### config.mk
export PLATFORM = sky130hd
export DESIGN_NAME = agp_port
export DESIGN_NICKNAME = d
export VERILOG_FILES = /design/src/agp_pkg.sv /design/src/agp_port.sv /design/src/agp_pin.sv
export SDC_FILE = /design/constraint.sdc
export NUM_CORES = 1
export LEC_CHECK = 0
export ABC_AREA = 0
export BUFFER_PORTS_ARGS = -buffer_cell sky130_fd_sc_hd__buf_2
export CORE_MARGIN = 2
export CORE_UTILIZATION = 50
export DETAILED_ROUTE_END_ITERATION = 10
export HOLD_SLACK_MARGIN = 0.02
export PLACE_DENSITY = 0.85
export REMOVE_ABC_BUFFERS = 1
export SLEW_MARGIN = 20
export SYNTH_ARGS = -nofsm -noshare
export SYNTH_HDL_FRONTEND = slang
export SYNTH_HIERARCHICAL = 1
export SYNTH_SLANG_ARGS = --single-unit
### constraint.sdc
create_clock -name i_clk -period 4.6 [get_ports i_clk]
set_input_delay 0.69 -clock i_clk [delete_from_list [all_inputs] [get_ports i_clk]]
set_output_delay 0.69 -clock i_clk [all_outputs]
set_load 0.005 [all_outputs]
### src/agp_pkg.sv
// register map, field layout and reset values for the analog-shared gpio port
package agp_pkg;
  localparam int          NPIN         = 6;
  localparam int          AW           = 12;
  localparam int          DW           = 32;
  localparam logic [11:0] ADDR_PORT    = 12'h000;
  localparam logic [11:0] ADDR_LAT     = 12'h004;
  localparam logic [11:0] ADDR_DIR     = 12'h008;
  localparam logic [11:0] ADDR_CFG     = 12'h00C;
  localparam int          BIT_J_PU     = 7;
  localparam int          BIT_D_PU     = 7;
  localparam int          BIT_E_PU     = 6;
  localparam int          CFG_ANALOG_PIN_SELECT_FIELD_LSB = 0;
  localparam int          CFG_REFERENCE_SOURCE_SELECT_LSB = 4;
  localparam int          PIN_LED_A    = 0;
  localparam int          PIN_LED_B    = 1;
  localparam int          PIN_REF      = 2;
  localparam int          PIN_TMR      = 4;
  localparam int          PULLUP_J_MIN = 80;
  localparam int          PIN_COUNT_DF = 100;
  localparam logic [5:0]  DIR_RST      = 6'h3F;
  localparam logic [5:0]  LAT_RST      = 6'h00;
  localparam logic [3:0]  ANALOG_PIN_SELECT_FIELD_RST     = 4'h0;
  localparam logic [1:0]  REFERENCE_SOURCE_SELECT_RST     = 2'h0;
  localparam logic [5:0]  ANALOG_PINS  = 6'h2F;
  // a pin is analog while the select field is below its limit; pin 4 never is
  localparam logic [3:0]  ANALOG_PIN_SELECT_FIELD_LIMIT [NPIN] = '{4'h7, 4'h6, 4'h5, 4'h4, 4'h0, 4'h3};
  typedef enum logic [0:0] {
    AGP_ST_IDLE = 1'b0,
    AGP_ST_DONE = 1'b1
  } agp_apb_e;
endpackage

### src/agp_port.sv
// six-pin gpio port with analog sharing, led override and apb registers
//
// Local design decisions: register access over APB and the placing of the registers.
`timescale 1ns/1ns
module agp_port
  import agp_pkg::*;
#(
  parameter int P_PIN_COUNT = agp_pkg::PIN_COUNT_DF
) (
  input  wire logic                    i_clk,
  input  wire logic                    i_rstn,
  input  wire logic                    i_psel,
  input  wire logic                    i_penable,
  input  wire logic                    i_pwrite,
  input  wire logic [agp_pkg::AW-1:0]  i_paddr,
  input  wire logic [agp_pkg::DW-1:0]  i_pwdata,
  output logic      [agp_pkg::DW-1:0]  o_prdata,
  output logic                         o_pready,
  output logic                         o_pslverr,
  input  wire logic [agp_pkg::NPIN-1:0] i_pin_in,
  output logic      [agp_pkg::NPIN-1:0] o_pin_out,
  output logic      [agp_pkg::NPIN-1:0] o_pin_oe,
  output logic      [agp_pkg::NPIN-1:0] o_analog_select,
  input  wire logic                    i_network_led_first_en,
  input  wire logic                    i_network_led_first,
  input  wire logic                    i_network_led_second_en,
  input  wire logic                    i_network_led_second,
  input  wire logic                    i_comparator_ref_output,
  output logic                         o_timer_ext_clock_in,
  output logic                         o_converter_channel_two,
  output logic                         o_comparator_two_pos,
  output logic      [1:0]              o_reference_source_select,
  output logic                         o_port_j_pullup_enable,
  output logic                         o_port_d_pullup_enable,
  output logic                         o_port_e_pullup_enable
);
  import agp_pkg::*;

  localparam bit HAS_J_PU = (P_PIN_COUNT >= PULLUP_J_MIN);

  logic [NPIN-1:0] meta_r;
  logic [NPIN-1:0] sync_r;
  logic [NPIN-1:0] dir_r;
  logic [NPIN-1:0] dir_nxt;
  logic [NPIN-1:0] lat_r;
  logic [NPIN-1:0] lat_nxt;
  logic [3:0]      analog_pin_select_field_r;
  logic [3:0]      analog_pin_select_field_nxt;
  logic [1:0]      reference_source_select_r;
  logic [1:0]      reference_source_select_nxt;
  logic            pu_j_r;
  logic            pu_j_nxt;
  logic            pu_d_r;
  logic            pu_d_nxt;
  logic            pu_e_r;
  logic            pu_e_nxt;
  agp_apb_e        st_r;
  agp_apb_e        st_nxt;
  logic [DW-1:0]   prdata_r;
  logic [DW-1:0]   prdata_nxt;
  logic            slverr_r;
  logic            slverr_nxt;
  logic [NPIN-1:0] analog_w;
  logic [NPIN-1:0] led_en_w;
  logic [NPIN-1:0] led_w;
  logic [NPIN-1:0] ref_w;
  logic [NPIN-1:0] out_w;
  logic [NPIN-1:0] oe_w;
  logic [NPIN-1:0] rd_w;
  logic [NPIN-1:0] pin_out_r;
  logic [NPIN-1:0] pin_oe_r;
  logic [NPIN-1:0] ana_r;
  logic            tmr_r;
  logic            ch2_r;
  logic            c2p_r;
  logic            wr_done;
  logic            mapped;
  logic [DW-1:0]   rd_val;

  // pins are asynchronous to i_clk; only sync_r is read by logic
  always_ff @(posedge i_clk) begin
    if (!i_rstn) begin
      meta_r <= '0;
      sync_r <= '0;
    end else begin
      meta_r <= i_pin_in;
      sync_r <= meta_r;
    end
  end

  always_comb begin
    led_en_w = '0;
    led_w    = '0;
    ref_w    = '0;
    led_en_w[PIN_LED_A] = i_network_led_first_en;
    led_en_w[PIN_LED_B] = i_network_led_second_en;
    led_w[PIN_LED_A]    = i_network_led_first;
    led_w[PIN_LED_B]    = i_network_led_second;
    ref_w[PIN_REF]      = i_comparator_ref_output;
  end

  genvar g;
  generate
    for (g = 0; g < NPIN; g++) begin : g_pin
      assign analog_w[g] = (analog_pin_select_field_r < ANALOG_PIN_SELECT_FIELD_LIMIT[g]);
      agp_pin u_pin (
        .i_dir     (dir_r[g]),
        .i_lat     (lat_r[g]),
        .i_led_en  (led_en_w[g]),
        .i_led     (led_w[g]),
        .i_ref_out (ref_w[g]),
        .i_analog  (analog_w[g]),
        .i_level   (sync_r[g]),
        .o_out     (out_w[g]),
        .o_oe      (oe_w[g]),
        .o_rd      (rd_w[g])
      );
    end
  endgenerate

  // one wait state: the answer is prepared in the first access cycle,
  // so pready and prdata can come straight from flops
  assign wr_done = i_psel && i_penable && i_pwrite && (st_r == AGP_ST_DONE);
  assign mapped  = (i_paddr == ADDR_PORT) || (i_paddr == ADDR_LAT) ||
                   (i_paddr == ADDR_DIR) || (i_paddr == ADDR_CFG);

  always_comb begin
    rd_val = '0;
    case (i_paddr)
      ADDR_PORT: begin
        rd_val[NPIN-1:0] = rd_w;
        rd_val[BIT_J_PU] = HAS_J_PU & pu_j_r;
      end
      ADDR_LAT: begin
        rd_val[NPIN-1:0] = lat_r;
        rd_val[BIT_D_PU] = pu_d_r;
        rd_val[BIT_E_PU] = pu_e_r;
      end
      ADDR_DIR: begin
        rd_val[NPIN-1:0] = dir_r;
      end
      ADDR_CFG: begin
        rd_val[CFG_ANALOG_PIN_SELECT_FIELD_LSB +: 4] = analog_pin_select_field_r;
        rd_val[CFG_REFERENCE_SOURCE_SELECT_LSB +: 2] = reference_source_select_r;
      end
      default: begin
        rd_val = '0;
      end
    endcase
  end

  always_comb begin
    st_nxt     = st_r;
    prdata_nxt = prdata_r;
    slverr_nxt = slverr_r;
    case (st_r)
      AGP_ST_IDLE: begin
        if (i_psel && i_penable) begin
          st_nxt     = AGP_ST_DONE;
          prdata_nxt = i_pwrite ? '0 : rd_val;
          slverr_nxt = !mapped;
        end
      end
      AGP_ST_DONE: begin
        st_nxt     = AGP_ST_IDLE;
        prdata_nxt = '0;
        slverr_nxt = 1'b0;
      end
      default: begin
        st_nxt = AGP_ST_IDLE;
      end
    endcase
  end

  // unimplemented bits are simply never stored
  always_comb begin
    dir_nxt  = dir_r;
    lat_nxt  = lat_r;
    analog_pin_select_field_nxt = analog_pin_select_field_r;
    reference_source_select_nxt = reference_source_select_r;
    pu_j_nxt = pu_j_r;
    pu_d_nxt = pu_d_r;
    pu_e_nxt = pu_e_r;
    if (wr_done) begin
      case (i_paddr)
        ADDR_PORT: begin
          lat_nxt  = i_pwdata[NPIN-1:0];
          pu_j_nxt = HAS_J_PU & i_pwdata[BIT_J_PU];
        end
        ADDR_LAT: begin
          lat_nxt  = i_pwdata[NPIN-1:0];
          pu_d_nxt = i_pwdata[BIT_D_PU];
          pu_e_nxt = i_pwdata[BIT_E_PU];
        end
        ADDR_DIR: begin
          dir_nxt = i_pwdata[NPIN-1:0];
        end
        ADDR_CFG: begin
          analog_pin_select_field_nxt = i_pwdata[CFG_ANALOG_PIN_SELECT_FIELD_LSB +: 4];
          reference_source_select_nxt = i_pwdata[CFG_REFERENCE_SOURCE_SELECT_LSB +: 2];
        end
        default: begin
          dir_nxt = dir_r;
        end
      endcase
    end
  end

  always_ff @(posedge i_clk) begin
    if (!i_rstn) begin
      dir_r    <= DIR_RST;
      lat_r    <= LAT_RST;
      analog_pin_select_field_r   <= ANALOG_PIN_SELECT_FIELD_RST;
      reference_source_select_r   <= REFERENCE_SOURCE_SELECT_RST;
      pu_j_r   <= 1'b0;
      pu_d_r   <= 1'b0;
      pu_e_r   <= 1'b0;
      st_r     <= AGP_ST_IDLE;
      prdata_r <= '0;
      slverr_r <= 1'b0;
    end else begin
      dir_r    <= dir_nxt;
      lat_r    <= lat_nxt;
      analog_pin_select_field_r   <= analog_pin_select_field_nxt;
      reference_source_select_r   <= reference_source_select_nxt;
      pu_j_r   <= pu_j_nxt;
      pu_d_r   <= pu_d_nxt;
      pu_e_r   <= pu_e_nxt;
      st_r     <= st_nxt;
      prdata_r <= prdata_nxt;
      slverr_r <= slverr_nxt;
    end
  end

  // pin-side outputs are registered: one cycle behind the control state
  always_ff @(posedge i_clk) begin
    if (!i_rstn) begin
      pin_out_r <= '0;
      pin_oe_r  <= '0;
      ana_r     <= '0;
      tmr_r     <= 1'b0;
      ch2_r     <= 1'b0;
      c2p_r     <= 1'b0;
    end else begin
      pin_out_r <= out_w;
      pin_oe_r  <= oe_w;
      ana_r     <= analog_w;
      tmr_r     <= sync_r[PIN_TMR];
      ch2_r     <= analog_w[PIN_REF];
      c2p_r     <= analog_w[PIN_REF];
    end
  end

  assign o_prdata                  = prdata_r;
  assign o_pready                  = (st_r == AGP_ST_DONE);
  assign o_pslverr                 = slverr_r;
  assign o_pin_out                 = pin_out_r;
  assign o_pin_oe                  = pin_oe_r;
  assign o_analog_select           = ana_r;
  assign o_timer_ext_clock_in      = tmr_r;
  assign o_converter_channel_two   = ch2_r;
  assign o_comparator_two_pos      = c2p_r;
  assign o_reference_source_select = reference_source_select_r;
  assign o_port_j_pullup_enable    = pu_j_r;
  assign o_port_d_pullup_enable    = pu_d_r;
  assign o_port_e_pullup_enable    = pu_e_r;
endmodule

### src/agp_pin.sv
// one pin cell: output mux, driver enable and digital input gate
`timescale 1ns/1ns
module agp_pin (
  input  wire logic i_dir,
  input  wire logic i_lat,
  input  wire logic i_led_en,
  input  wire logic i_led,
  input  wire logic i_ref_out,
  input  wire logic i_analog,
  input  wire logic i_level,
  output logic      o_out,
  output logic      o_oe,
  output logic      o_rd
);
  always_comb begin
    // analog selection never touches the output path
    o_out = (i_led_en && !i_dir) ? i_led : i_lat;
    o_oe  = !i_dir && !i_ref_out;
    o_rd  = i_level && !(i_dir && i_analog) && !i_ref_out;
  end
endmodule

==> run_summary.xml, run 1 <==
<?xml version="1.0" encoding="UTF-8"?>
<metrics>
  <group name="timing">
    <metric name="timing_worst_slew_pin_value" unit="ps">829</metric>
    <metric name="rsz_0062_raised_after_global_routing" unit="">no</metric>
    <metric name="worst_clock_skew" unit="ps">3.75</metric>
    <metric name="max_clock_freq" unit="MHz">403</metric>
    <metric name="final_max_slew_viol_count" unit="">0</metric>
    <metric name="period_needed" unit="ps">2480</metric>
    <metric name="setup_viol_count_final" unit="">0</metric>
    <metric name="timing_hold_violations_final" unit="">0</metric>
    <metric name="period_share" unit="">0.539</metric>
    <metric name="final.setup.tns" unit="ps">0</metric>
    <metric name="max-slew-margin-rel" unit="">0.446</metric>
  </group>
  <group name="logic_synthesis">
    <metric name="yosys_warnings" unit="">6</metric>
    <metric name="netlist_top_cells_count" unit="">61 x dfxtp_1, 42 x nand2_1, 30 x and2_1, 27 x buf_4, 21 x mux2i_1</metric>
    <metric name="yosysTopAreaCell" unit="">dfxtp_1</metric>
    <metric name="ys_seq_elements" unit="">61</metric>
    <metric name="post_synth.cell_area_avg" unit="um2">9.72</metric>
    <metric name="synth_seq_area_share" unit="">0.469</metric>
    <metric name="synth_flop_cell" unit="">dfxtp_1</metric>
    <metric name="synthMostInstantiatedCell" unit="">dfxtp_1</metric>
    <metric name="synth_cells" unit="">268</metric>
    <metric name="asyncSetResetFlopFracSynth" unit="">0</metric>
    <metric name="post_synth_instance_area" unit="um2">2600</metric>
    <metric name="netlist-cell-type-count" unit="">35</metric>
    <metric name="yosys.area.top_type_share" unit="">0.469</metric>
    <metric name="ys_top_cells_by_area" unit="">dfxtp_1 47%, mux2i_1 8.1%, buf_4 7.8%</metric>
    <metric name="synth_enable_flop_cells" unit="">0</metric>
  </group>
  <group name="cells_and_area">
    <metric name="design.final.nets" unit="">419</metric>
    <metric name="num-fill-cells" unit="">474</metric>
    <metric name="area_used_by_multi_input_combinational_logic" unit="um2">1290</metric>
    <metric name="storage_cell_area" unit="um2">1220</metric>
    <metric name="number_of_antenna_cells_inserted" unit="">0</metric>
    <metric name="share_of_the_core_filled_with_cells_in_the_final_layout" unit="">0.634</metric>
    <metric name="fraction_of_final_layout_cells_with_drive_strength_greater_than_1" unit="">0.283</metric>
    <metric name="area.growth.synth_to_final" unit="%">23.5</metric>
  </group>
  <group name="detailed_routing">
    <metric name="drt-pass1-iter-count" unit="">4</metric>
    <metric name="number_of_nets_still_failing_antenna_checks_after_routing" unit="">0</metric>
    <metric name="drt-total-wl" unit="mm">5.43</metric>
    <metric name="initialDrtViolationCount" unit="">110</metric>
    <metric name="drt_drc_violations_left" unit="">0</metric>
    <metric name="avgRoutedWirePerCell" unit="um">12.5</metric>
    <metric name="vias" unit="">2015</metric>
    <metric name="vias_per_cell" unit="">4.64</metric>
  </group>
  <group name="worst_setup_path">
    <metric name="critical_path.endpoint_type" unit="">flip-flop</metric>
    <metric name="worstSetupStartpointType" unit="">primary input</metric>
    <metric name="cp.arrival" unit="ps">2680</metric>
    <metric name="critical_path.max_fanout" unit="">7</metric>
    <metric name="crit_required" unit="ps">4800</metric>
    <metric name="setup.worst_path.class" unit="">primary input to flip-flop</metric>
    <metric name="cpLargestDelayFamily" unit="">simple AND/OR/NAND/NOR gates</metric>
    <metric name="worst-path-buf-inv" unit="">1</metric>
    <metric name="slowest_delay" unit="ps">760</metric>
    <metric name="crit_slowest_cell" unit="">nor4b_2</metric>
    <metric name="cp_cell_sequence" unit="">buf_2 &gt; nor4b_2 &gt; nand4bb_1 &gt; mux2i_1 &gt; nand2_1</metric>
  </group>
  <group name="grt">
    <metric name="sum_of_overflow_across_all_layers_after_global_routing" unit="">0</metric>
    <metric name="antenna_found_initial" unit="">0</metric>
    <metric name="wire_length_of_the_first_global_routing_pass" unit="mm">8.78</metric>
    <metric name="grt_usage" unit="">0.196</metric>
    <metric name="grt_max_degree" unit="">61</metric>
    <metric name="grt_pass1_vias" unit="">1909</metric>
  </group>
  <group name="outcome">
    <metric name="status" unit="">completed</metric>
  </group>
  <group name="placed_design">
    <metric name="globalplace.congestion" unit="">0.856</metric>
    <metric name="place.port_buffers" unit="">70</metric>
    <metric name="post-dp-hpwl" unit="mm">3.86</metric>
  </group>
  <group name="floorplan">
    <metric name="chipWidth" unit="um">76.2</metric>
    <metric name="io_pins" unit="">120</metric>
    <metric name="start_util" unit="">0.513</metric>
    <metric name="fp.dieH" unit="um">76.2</metric>
    <metric name="die_area" unit="um2">5800</metric>
    <metric name="placeableCoreArea" unit="um2">5070</metric>
    <metric name="num_rows" unit="">26</metric>
  </group>
  <group name="pwr">
    <metric name="p_leak" unit="nW">1.61</metric>
    <metric name="irDropWorstVdd" unit="mV">0.175</metric>
    <metric name="power_density" unit="nW/um2">352</metric>
  </group>
  <group name="job">
    <metric name="cap_violations" unit="">0</metric>
  </group>
  <group name="clock_tree">
    <metric name="total_clock_buffers_created_by_cts" unit="">9</metric>
    <metric name="ctsHoldBuffers" unit="">0</metric>
    <metric name="worstSkewPairLatency" unit="ps">340</metric>
    <metric name="clk_root_buffer_cell" unit="">clkbuf_8</metric>
    <metric name="cts.reportedPaths.clkPinSlew" unit="ps">60</metric>
    <metric name="tritoncts" unit="">done</metric>
    <metric name="htree_num_levels" unit="">3</metric>
    <metric name="postCtsResizedCells" unit="">0</metric>
    <metric name="sinks_on_the_clock_net" unit="">61</metric>
    <metric name="cts-root-to-sink-buffers" unit="">2</metric>
    <metric name="post_cts_buffers" unit="">0</metric>
  </group>
  <group name="min_path">
    <metric name="hp-class" unit="">flip-flop to flip-flop</metric>
  </group>
</metrics>
layout by cell type (no fill, tap or decap), drive strengths merged, types with 9 or more instances in the layout:
cell type  netlist  layout
nor2             9       9
clkbuf           8      12
buf             27      72
conb             1      44
and2            30      30
nand2           43      43
dfxtp           61      61
mux2i           21      21
per-layer routing:
layer	track usage	wire length, um	up-vias
li1	-	-	1024
met1	0.222	2220	900
met2	0.324	2690	74
met3	0.0533	398	17
met4	0.129	117	0
met5	0	0	-
power by group:
part	internal, mW	switching, mW	total [mW]
clock	0.333	0.200	0.533
combinational	0.0240	0.0353	0.0593
sequential	0.537	0.00237	0.539
total	0.893	0.238	1.13
logic make-up after synthesis:
family | Yosys count | synth area share
DFF | 61 | 0.469
muxes | 29 | 0.124
buffers and inverters | 41 | 0.0980
other | 1 | 0.00144
and+or+nand+nor | 104 | 0.222
AOI/OAI and AO/OA | 32 | 0.0860
registers in the layout, indices dropped and copies added, names as in the netlist:
name                       flops
o_timer_ext_clock_in           1
o_reference_source_select      2
analog_pin_select_field_r      4
dir_r                          6
meta_r                         6
o_pready                       1
o_port_j_pullup_enable         1
o_pin_out                      6
o_analog_select                5
o_pin_oe                       6
o_prdata                       8
lat_r                          6
o_port_d_pullup_enable         1
o_pslverr                      1
o_port_e_pullup_enable         1
sync_r                         6
worst paths after layout:
check	from	end	slack, ps	depth (start not counted)
min reg2reg	meta_r[3]	sync_r[3]	430	1
min	meta_r[3]	sync_r[3]	430	1
max	i_paddr[2]	dir_r[0]	2120	5
max reg2reg	o_pready	dir_r[0]	2930	4
per-stage QoR:
| stage | hold slack (ps) | power, mW | cell area [um2] | setup WS [ps] | cells |
|---|---|---|---|---|---|
| after floorplan | 412 | 0.575 | 2530 | 2470 | 276 |
| after global placement | 416 | 0.607 | 2990 | 1810 | 418 |
| after detailed placement | 417 | 0.610 | 2990 | 1700 | 418 |
| after CTS | 433 | 1.14 | 3220 | 2070 | 434 |
| after global routing | 439 | 1.18 | 3220 | 1900 | 434 |
| final | 432 | 1.13 | 3220 | 2120 | 434 |
final cells by class:
class                      count  area share
clock inverter                 4      0.0218
timing repair buffer          72       0.114
clock buffer                  12      0.0482
multi-input combinational    209       0.403
sequential                    61       0.380
inverter                       6     0.00700
tap                           70      0.0272
Note: power is estimated with default switching activity, not from simulation.
==> run 2, diff against run 1 <==
--- a/config.mk
+++ b/config.mk
@@ -5,13 +5,13 @@
 export SDC_FILE = /design/constraint.sdc
 export NUM_CORES = 1
 export LEC_CHECK = 0
-export ABC_AREA = 0
+export ABC_AREA = 1
 export BUFFER_PORTS_ARGS = -buffer_cell sky130_fd_sc_hd__buf_2
 export CORE_MARGIN = 2
-export CORE_UTILIZATION = 50
+export CORE_UTILIZATION = 42
 export DETAILED_ROUTE_END_ITERATION = 10
 export HOLD_SLACK_MARGIN = 0.02
-export PLACE_DENSITY = 0.85
+export PLACE_DENSITY = 0.75
 export REMOVE_ABC_BUFFERS = 1
 export SLEW_MARGIN = 20
 export SYNTH_ARGS = -nofsm -noshare
==> constraint.sdc (replaced) <==
create_clock -name i_clk -period 2.25 [get_ports i_clk]
set_input_delay 0.3375 -clock i_clk [delete_from_list [all_inputs] [get_ports i_clk]]
set_output_delay 0.3375 -clock i_clk [all_outputs]
set_load 0.005 [all_outputs]
==> run_summary.xml, run 2 <==
<?xml version="1.0" encoding="UTF-8"?>
<metrics>
  <group name="outcome">
    <metric name="status" unit="">completed</metric>
  </group>
  <group name="detailed_routing">
    <metric name="number_of_nets_still_failing_antenna_checks_after_routing" unit="">0</metric>
    <metric name="drt_drc_violations_left" unit="">0</metric>
    <metric name="vias_per_cell" unit="">4.49</metric>
    <metric name="drt-pass1-iter-count" unit="">4</metric>
    <metric name="vias" unit="">2539</metric>
    <metric name="drt-total-wl" unit="mm">5.92</metric>
    <metric name="initialDrtViolationCount" unit="">150</metric>
    <metric name="avgRoutedWirePerCell" unit="um">10.5</metric>
  </group>
  <group name="pwr">
    <metric name="sw_frac_of_total" unit="">0.210</metric>
    <metric name="total_power" unit="mW">2.40</metric>
    <metric name="p_int" unit="mW">1.90</metric>
    <metric name="power_frac_clock" unit="">0.482</metric>
    <metric name="power_frac_comb" unit="">0.055</metric>
    <metric name="flop_pwr_share" unit="">0.463</metric>
    <metric name="irDropWorstVdd" unit="mV">0.439</metric>
    <metric name="power_density" unit="nW/um2">706</metric>
    <metric name="net-switching-power" unit="mW">0.505</metric>
    <metric name="p_leak" unit="nW">1.94</metric>
  </group>
  <group name="logic_synthesis">
    <metric name="yosys_warnings" unit="">6</metric>
    <metric name="netlist-cell-type-count" unit="">24</metric>
    <metric name="synth_seq_area_share" unit="">0.449</metric>
    <metric name="synth_cells" unit="">385</metric>
    <metric name="synth_flop_cell" unit="">dfxtp_1</metric>
    <metric name="netlist_top_cells_count" unit="">90 x nand2_1, 61 x dfxtp_1, 49 x inv_1, 39 x nand3_1, 39 x nor2_1</metric>
    <metric name="ys_seq_elements" unit="">61</metric>
    <metric name="post_synth_instance_area" unit="um2">2720</metric>
    <metric name="yosysTopAreaCell" unit="">dfxtp_1</metric>
    <metric name="synthMostInstantiatedCell" unit="">nand2_1</metric>
    <metric name="asyncSetResetFlopFracSynth" unit="">0</metric>
    <metric name="ys_top_cells_by_area" unit="">dfxtp_1 45%, nand2_1 12%, buf_4 7.4%</metric>
    <metric name="yosys.area.top_type_share" unit="">0.449</metric>
    <metric name="synth_enable_flop_cells" unit="">0</metric>
    <metric name="post_synth.cell_area_avg" unit="um2">7.07</metric>
  </group>
  <group name="cells_and_area">
    <metric name="share_of_the_core_filled_with_cells_in_the_final_layout" unit="">0.538</metric>
    <metric name="number_of_antenna_cells_inserted" unit="">0</metric>
    <metric name="number_of_flip_flops_under_the_largest_register_name" unit="">8</metric>
    <metric name="design.final.nets" unit="">543</metric>
    <metric name="most_common_cell_after_layout_fill_and_taps_aside" unit="">nand2_1</metric>
    <metric name="fin_cells" unit="">565</metric>
    <metric name="area.growth.synth_to_final" unit="%">24.8</metric>
    <metric name="fraction_of_final_layout_cells_with_drive_strength_greater_than_1" unit="">0.209</metric>
    <metric name="num-fill-cells" unit="">615</metric>
    <metric name="layout.cells.most_common_list" unit="">90 x nand2_1, 70 x buf_2, 61 x dfxtp_1</metric>
  </group>
  <group name="timing">
    <metric name="final_max_slew_viol_count" unit="">0</metric>
    <metric name="max_clock_freq" unit="MHz">617</metric>
    <metric name="period_needed" unit="ps">1620</metric>
    <metric name="rsz_0062_raised_after_global_routing" unit="">no</metric>
    <metric name="worst_clock_skew" unit="ps">7.97</metric>
    <metric name="timing_hold_violations_final" unit="">0</metric>
    <metric name="period_share" unit="">0.721</metric>
    <metric name="setup_viol_count_final" unit="">0</metric>
    <metric name="final.setup.tns" unit="ps">0</metric>
  </group>
  <group name="clock_tree">
    <metric name="clk_root_buffer_cell" unit="">clkbuf_8</metric>
    <metric name="cts-root-to-sink-buffers" unit="">2</metric>
    <metric name="post_cts_buffers" unit="">0</metric>
    <metric name="sinks_on_the_clock_net" unit="">61</metric>
    <metric name="ctsHoldBuffers" unit="">0</metric>
    <metric name="total_clock_buffers_created_by_cts" unit="">9</metric>
    <metric name="htree_num_levels" unit="">3</metric>
    <metric name="cts.reportedPaths.clkPinSlew" unit="ps">70</metric>
    <metric name="tritoncts" unit="">done</metric>
    <metric name="postCtsResizedCells" unit="">0</metric>
    <metric name="worstSkewPairLatency" unit="ps">330</metric>
  </group>
  <group name="worst_setup_path">
    <metric name="cp_cell_sequence" unit="">inv_1 &gt; nor3_4 &gt; nand3_2 &gt; nand2_2 &gt; inv_2 &gt; nor2_1 &gt; nor2_1</metric>
    <metric name="cpLargestDelayFamily" unit="">simple AND/OR/NAND/NOR gates</metric>
    <metric name="cpMostUsedCell" unit="">nor2_1</metric>
    <metric name="regToRegSetupSlack" unit="ps">630</metric>
    <metric name="worst-path-buf-inv" unit="">2</metric>
    <metric name="crit_required" unit="ps">2470</metric>
    <metric name="cp.arrival" unit="ps">1840</metric>
    <metric name="setup.worst_path.class" unit="">flip-flop to flip-flop</metric>
    <metric name="worstSetupStartpointType" unit="">flip-flop</metric>
    <metric name="critical_path.endpoint_type" unit="">flip-flop</metric>
    <metric name="slowest_delay" unit="ps">400</metric>
    <metric name="crit_slowest_cell" unit="">dfxtp_1</metric>
    <metric name="critical_path.max_fanout" unit="">7</metric>
  </group>
  <group name="floorplan">
    <metric name="num_rows" unit="">29</metric>
    <metric name="fp.dieH" unit="um">84.5</metric>
    <metric name="io_pins" unit="">120</metric>
    <metric name="die_area" unit="um2">7140</metric>
    <metric name="start_util" unit="">0.431</metric>
    <metric name="chipWidth" unit="um">84.5</metric>
    <metric name="placeableCoreArea" unit="um2">6310</metric>
  </group>
  <group name="placed_design">
    <metric name="globalplace.congestion" unit="">0.947</metric>
    <metric name="post-dp-hpwl" unit="mm">4.18</metric>
    <metric name="place.port_buffers" unit="">70</metric>
    <metric name="total_placed_cells_including_tap_cells" unit="">549</metric>
  </group>
  <group name="grt">
    <metric name="antenna_found_initial" unit="">0</metric>
    <metric name="sum_of_overflow_across_all_layers_after_global_routing" unit="">0</metric>
    <metric name="grt_max_degree" unit="">48</metric>
    <metric name="wire_length_of_the_first_global_routing_pass" unit="mm">9.77</metric>
    <metric name="grt_usage" unit="">0.173</metric>
    <metric name="grt_pass1_vias" unit="">2227</metric>
  </group>
  <group name="job">
    <metric name="cap_violations" unit="">0</metric>
  </group>
  <group name="min_path">
    <metric name="hp-class" unit="">primary input to flip-flop</metric>
  </group>
</metrics>
==> run 2: cell families (layout without fill, tap and decap cells) <==
| group | after synthesis | in the layout | synth area share |
|---|---|---|---|
| simple gates | 186 | 186 | 0.298 |
| buf+inv | 89 | 145 | 0.163 |
| flops | 61 | 61 | 0.449 |
| compound gates | 48 | 48 | 0.0892 |
| other cells | 1 | 48 | 0.00138 |
==> run 2: final timing paths <==
kind	startpoint	to	cells past startpoint
hold reg to reg	meta_r[0]	sync_r[0]	2
setup reg to reg	o_pready	lat_r[2]	7
setup / recovery	o_pready	lat_r[2]	7
hold / removal	i_pin_in[4]	meta_r[4]	3
==> run 2: worst register-to-register path: stages, from the launching register on <==
cell and delay (ps):
dfxtp_1 400, inv_1 120, nor3_4 340, nand3_2 190, nand2_2 210, inv_2 110
nor2_1 100, nor2_1 50
==> run 2: metal layers <==
metal / vias to the layer above / wire, um / share of wire / track usage
li1: 1334 / - / - / -
met1: 1109 / 2740 / 0.46 / 0.220
met2: 90 / 2640 / 0.45 / 0.268
met3: 6 / 473 / 0.080 / 0.0531
met4: 0 / 66 / 0.011 / 0.0823
met5: - / 0 / 0 / 0
==> run 2: per-stage QoR <==
| stage | worst slack, ps | hold slack [ps] | instance area [um2] |
|---|---|---|---|
| after floorplan | 617 | 390 | 2650 |
| after global placement | 492 | 395 | 3150 |
| after detailed placement | 470 | 400 | 3150 |
| after CTS | 610 | 163 | 3400 |
| after global routing | 403 | 182 | 3400 |
| final | 628 | 183 | 3400 |
==> run 2: cell type report <==
cell class,instances,area [um2],area share
Clock buffer,13,179,0.0527
Timing Repair Buffer,78,410,0.121
Inverter,51,191,0.0563
Sequential cell,61,1220,0.359
Clock inverter,3,65.1,0.0191
Tap cell,77,96.3,0.0284
Multi-Input combinational cell,282,1230,0.363
==> run 2: power by group through the flow <==
stage	Combinational (mW)	Clock, mW	Sequential (mW)
4_1_cts	0.133	1.19	1.11
3_3_place_gp	0.129	0	1.13
5_1_grt	0.152	1.24	1.11
2_1_floorplan	0.0546	0	1.14
3_5_place_dp	0.132	0	1.14
6_report	0.133	1.16	1.11
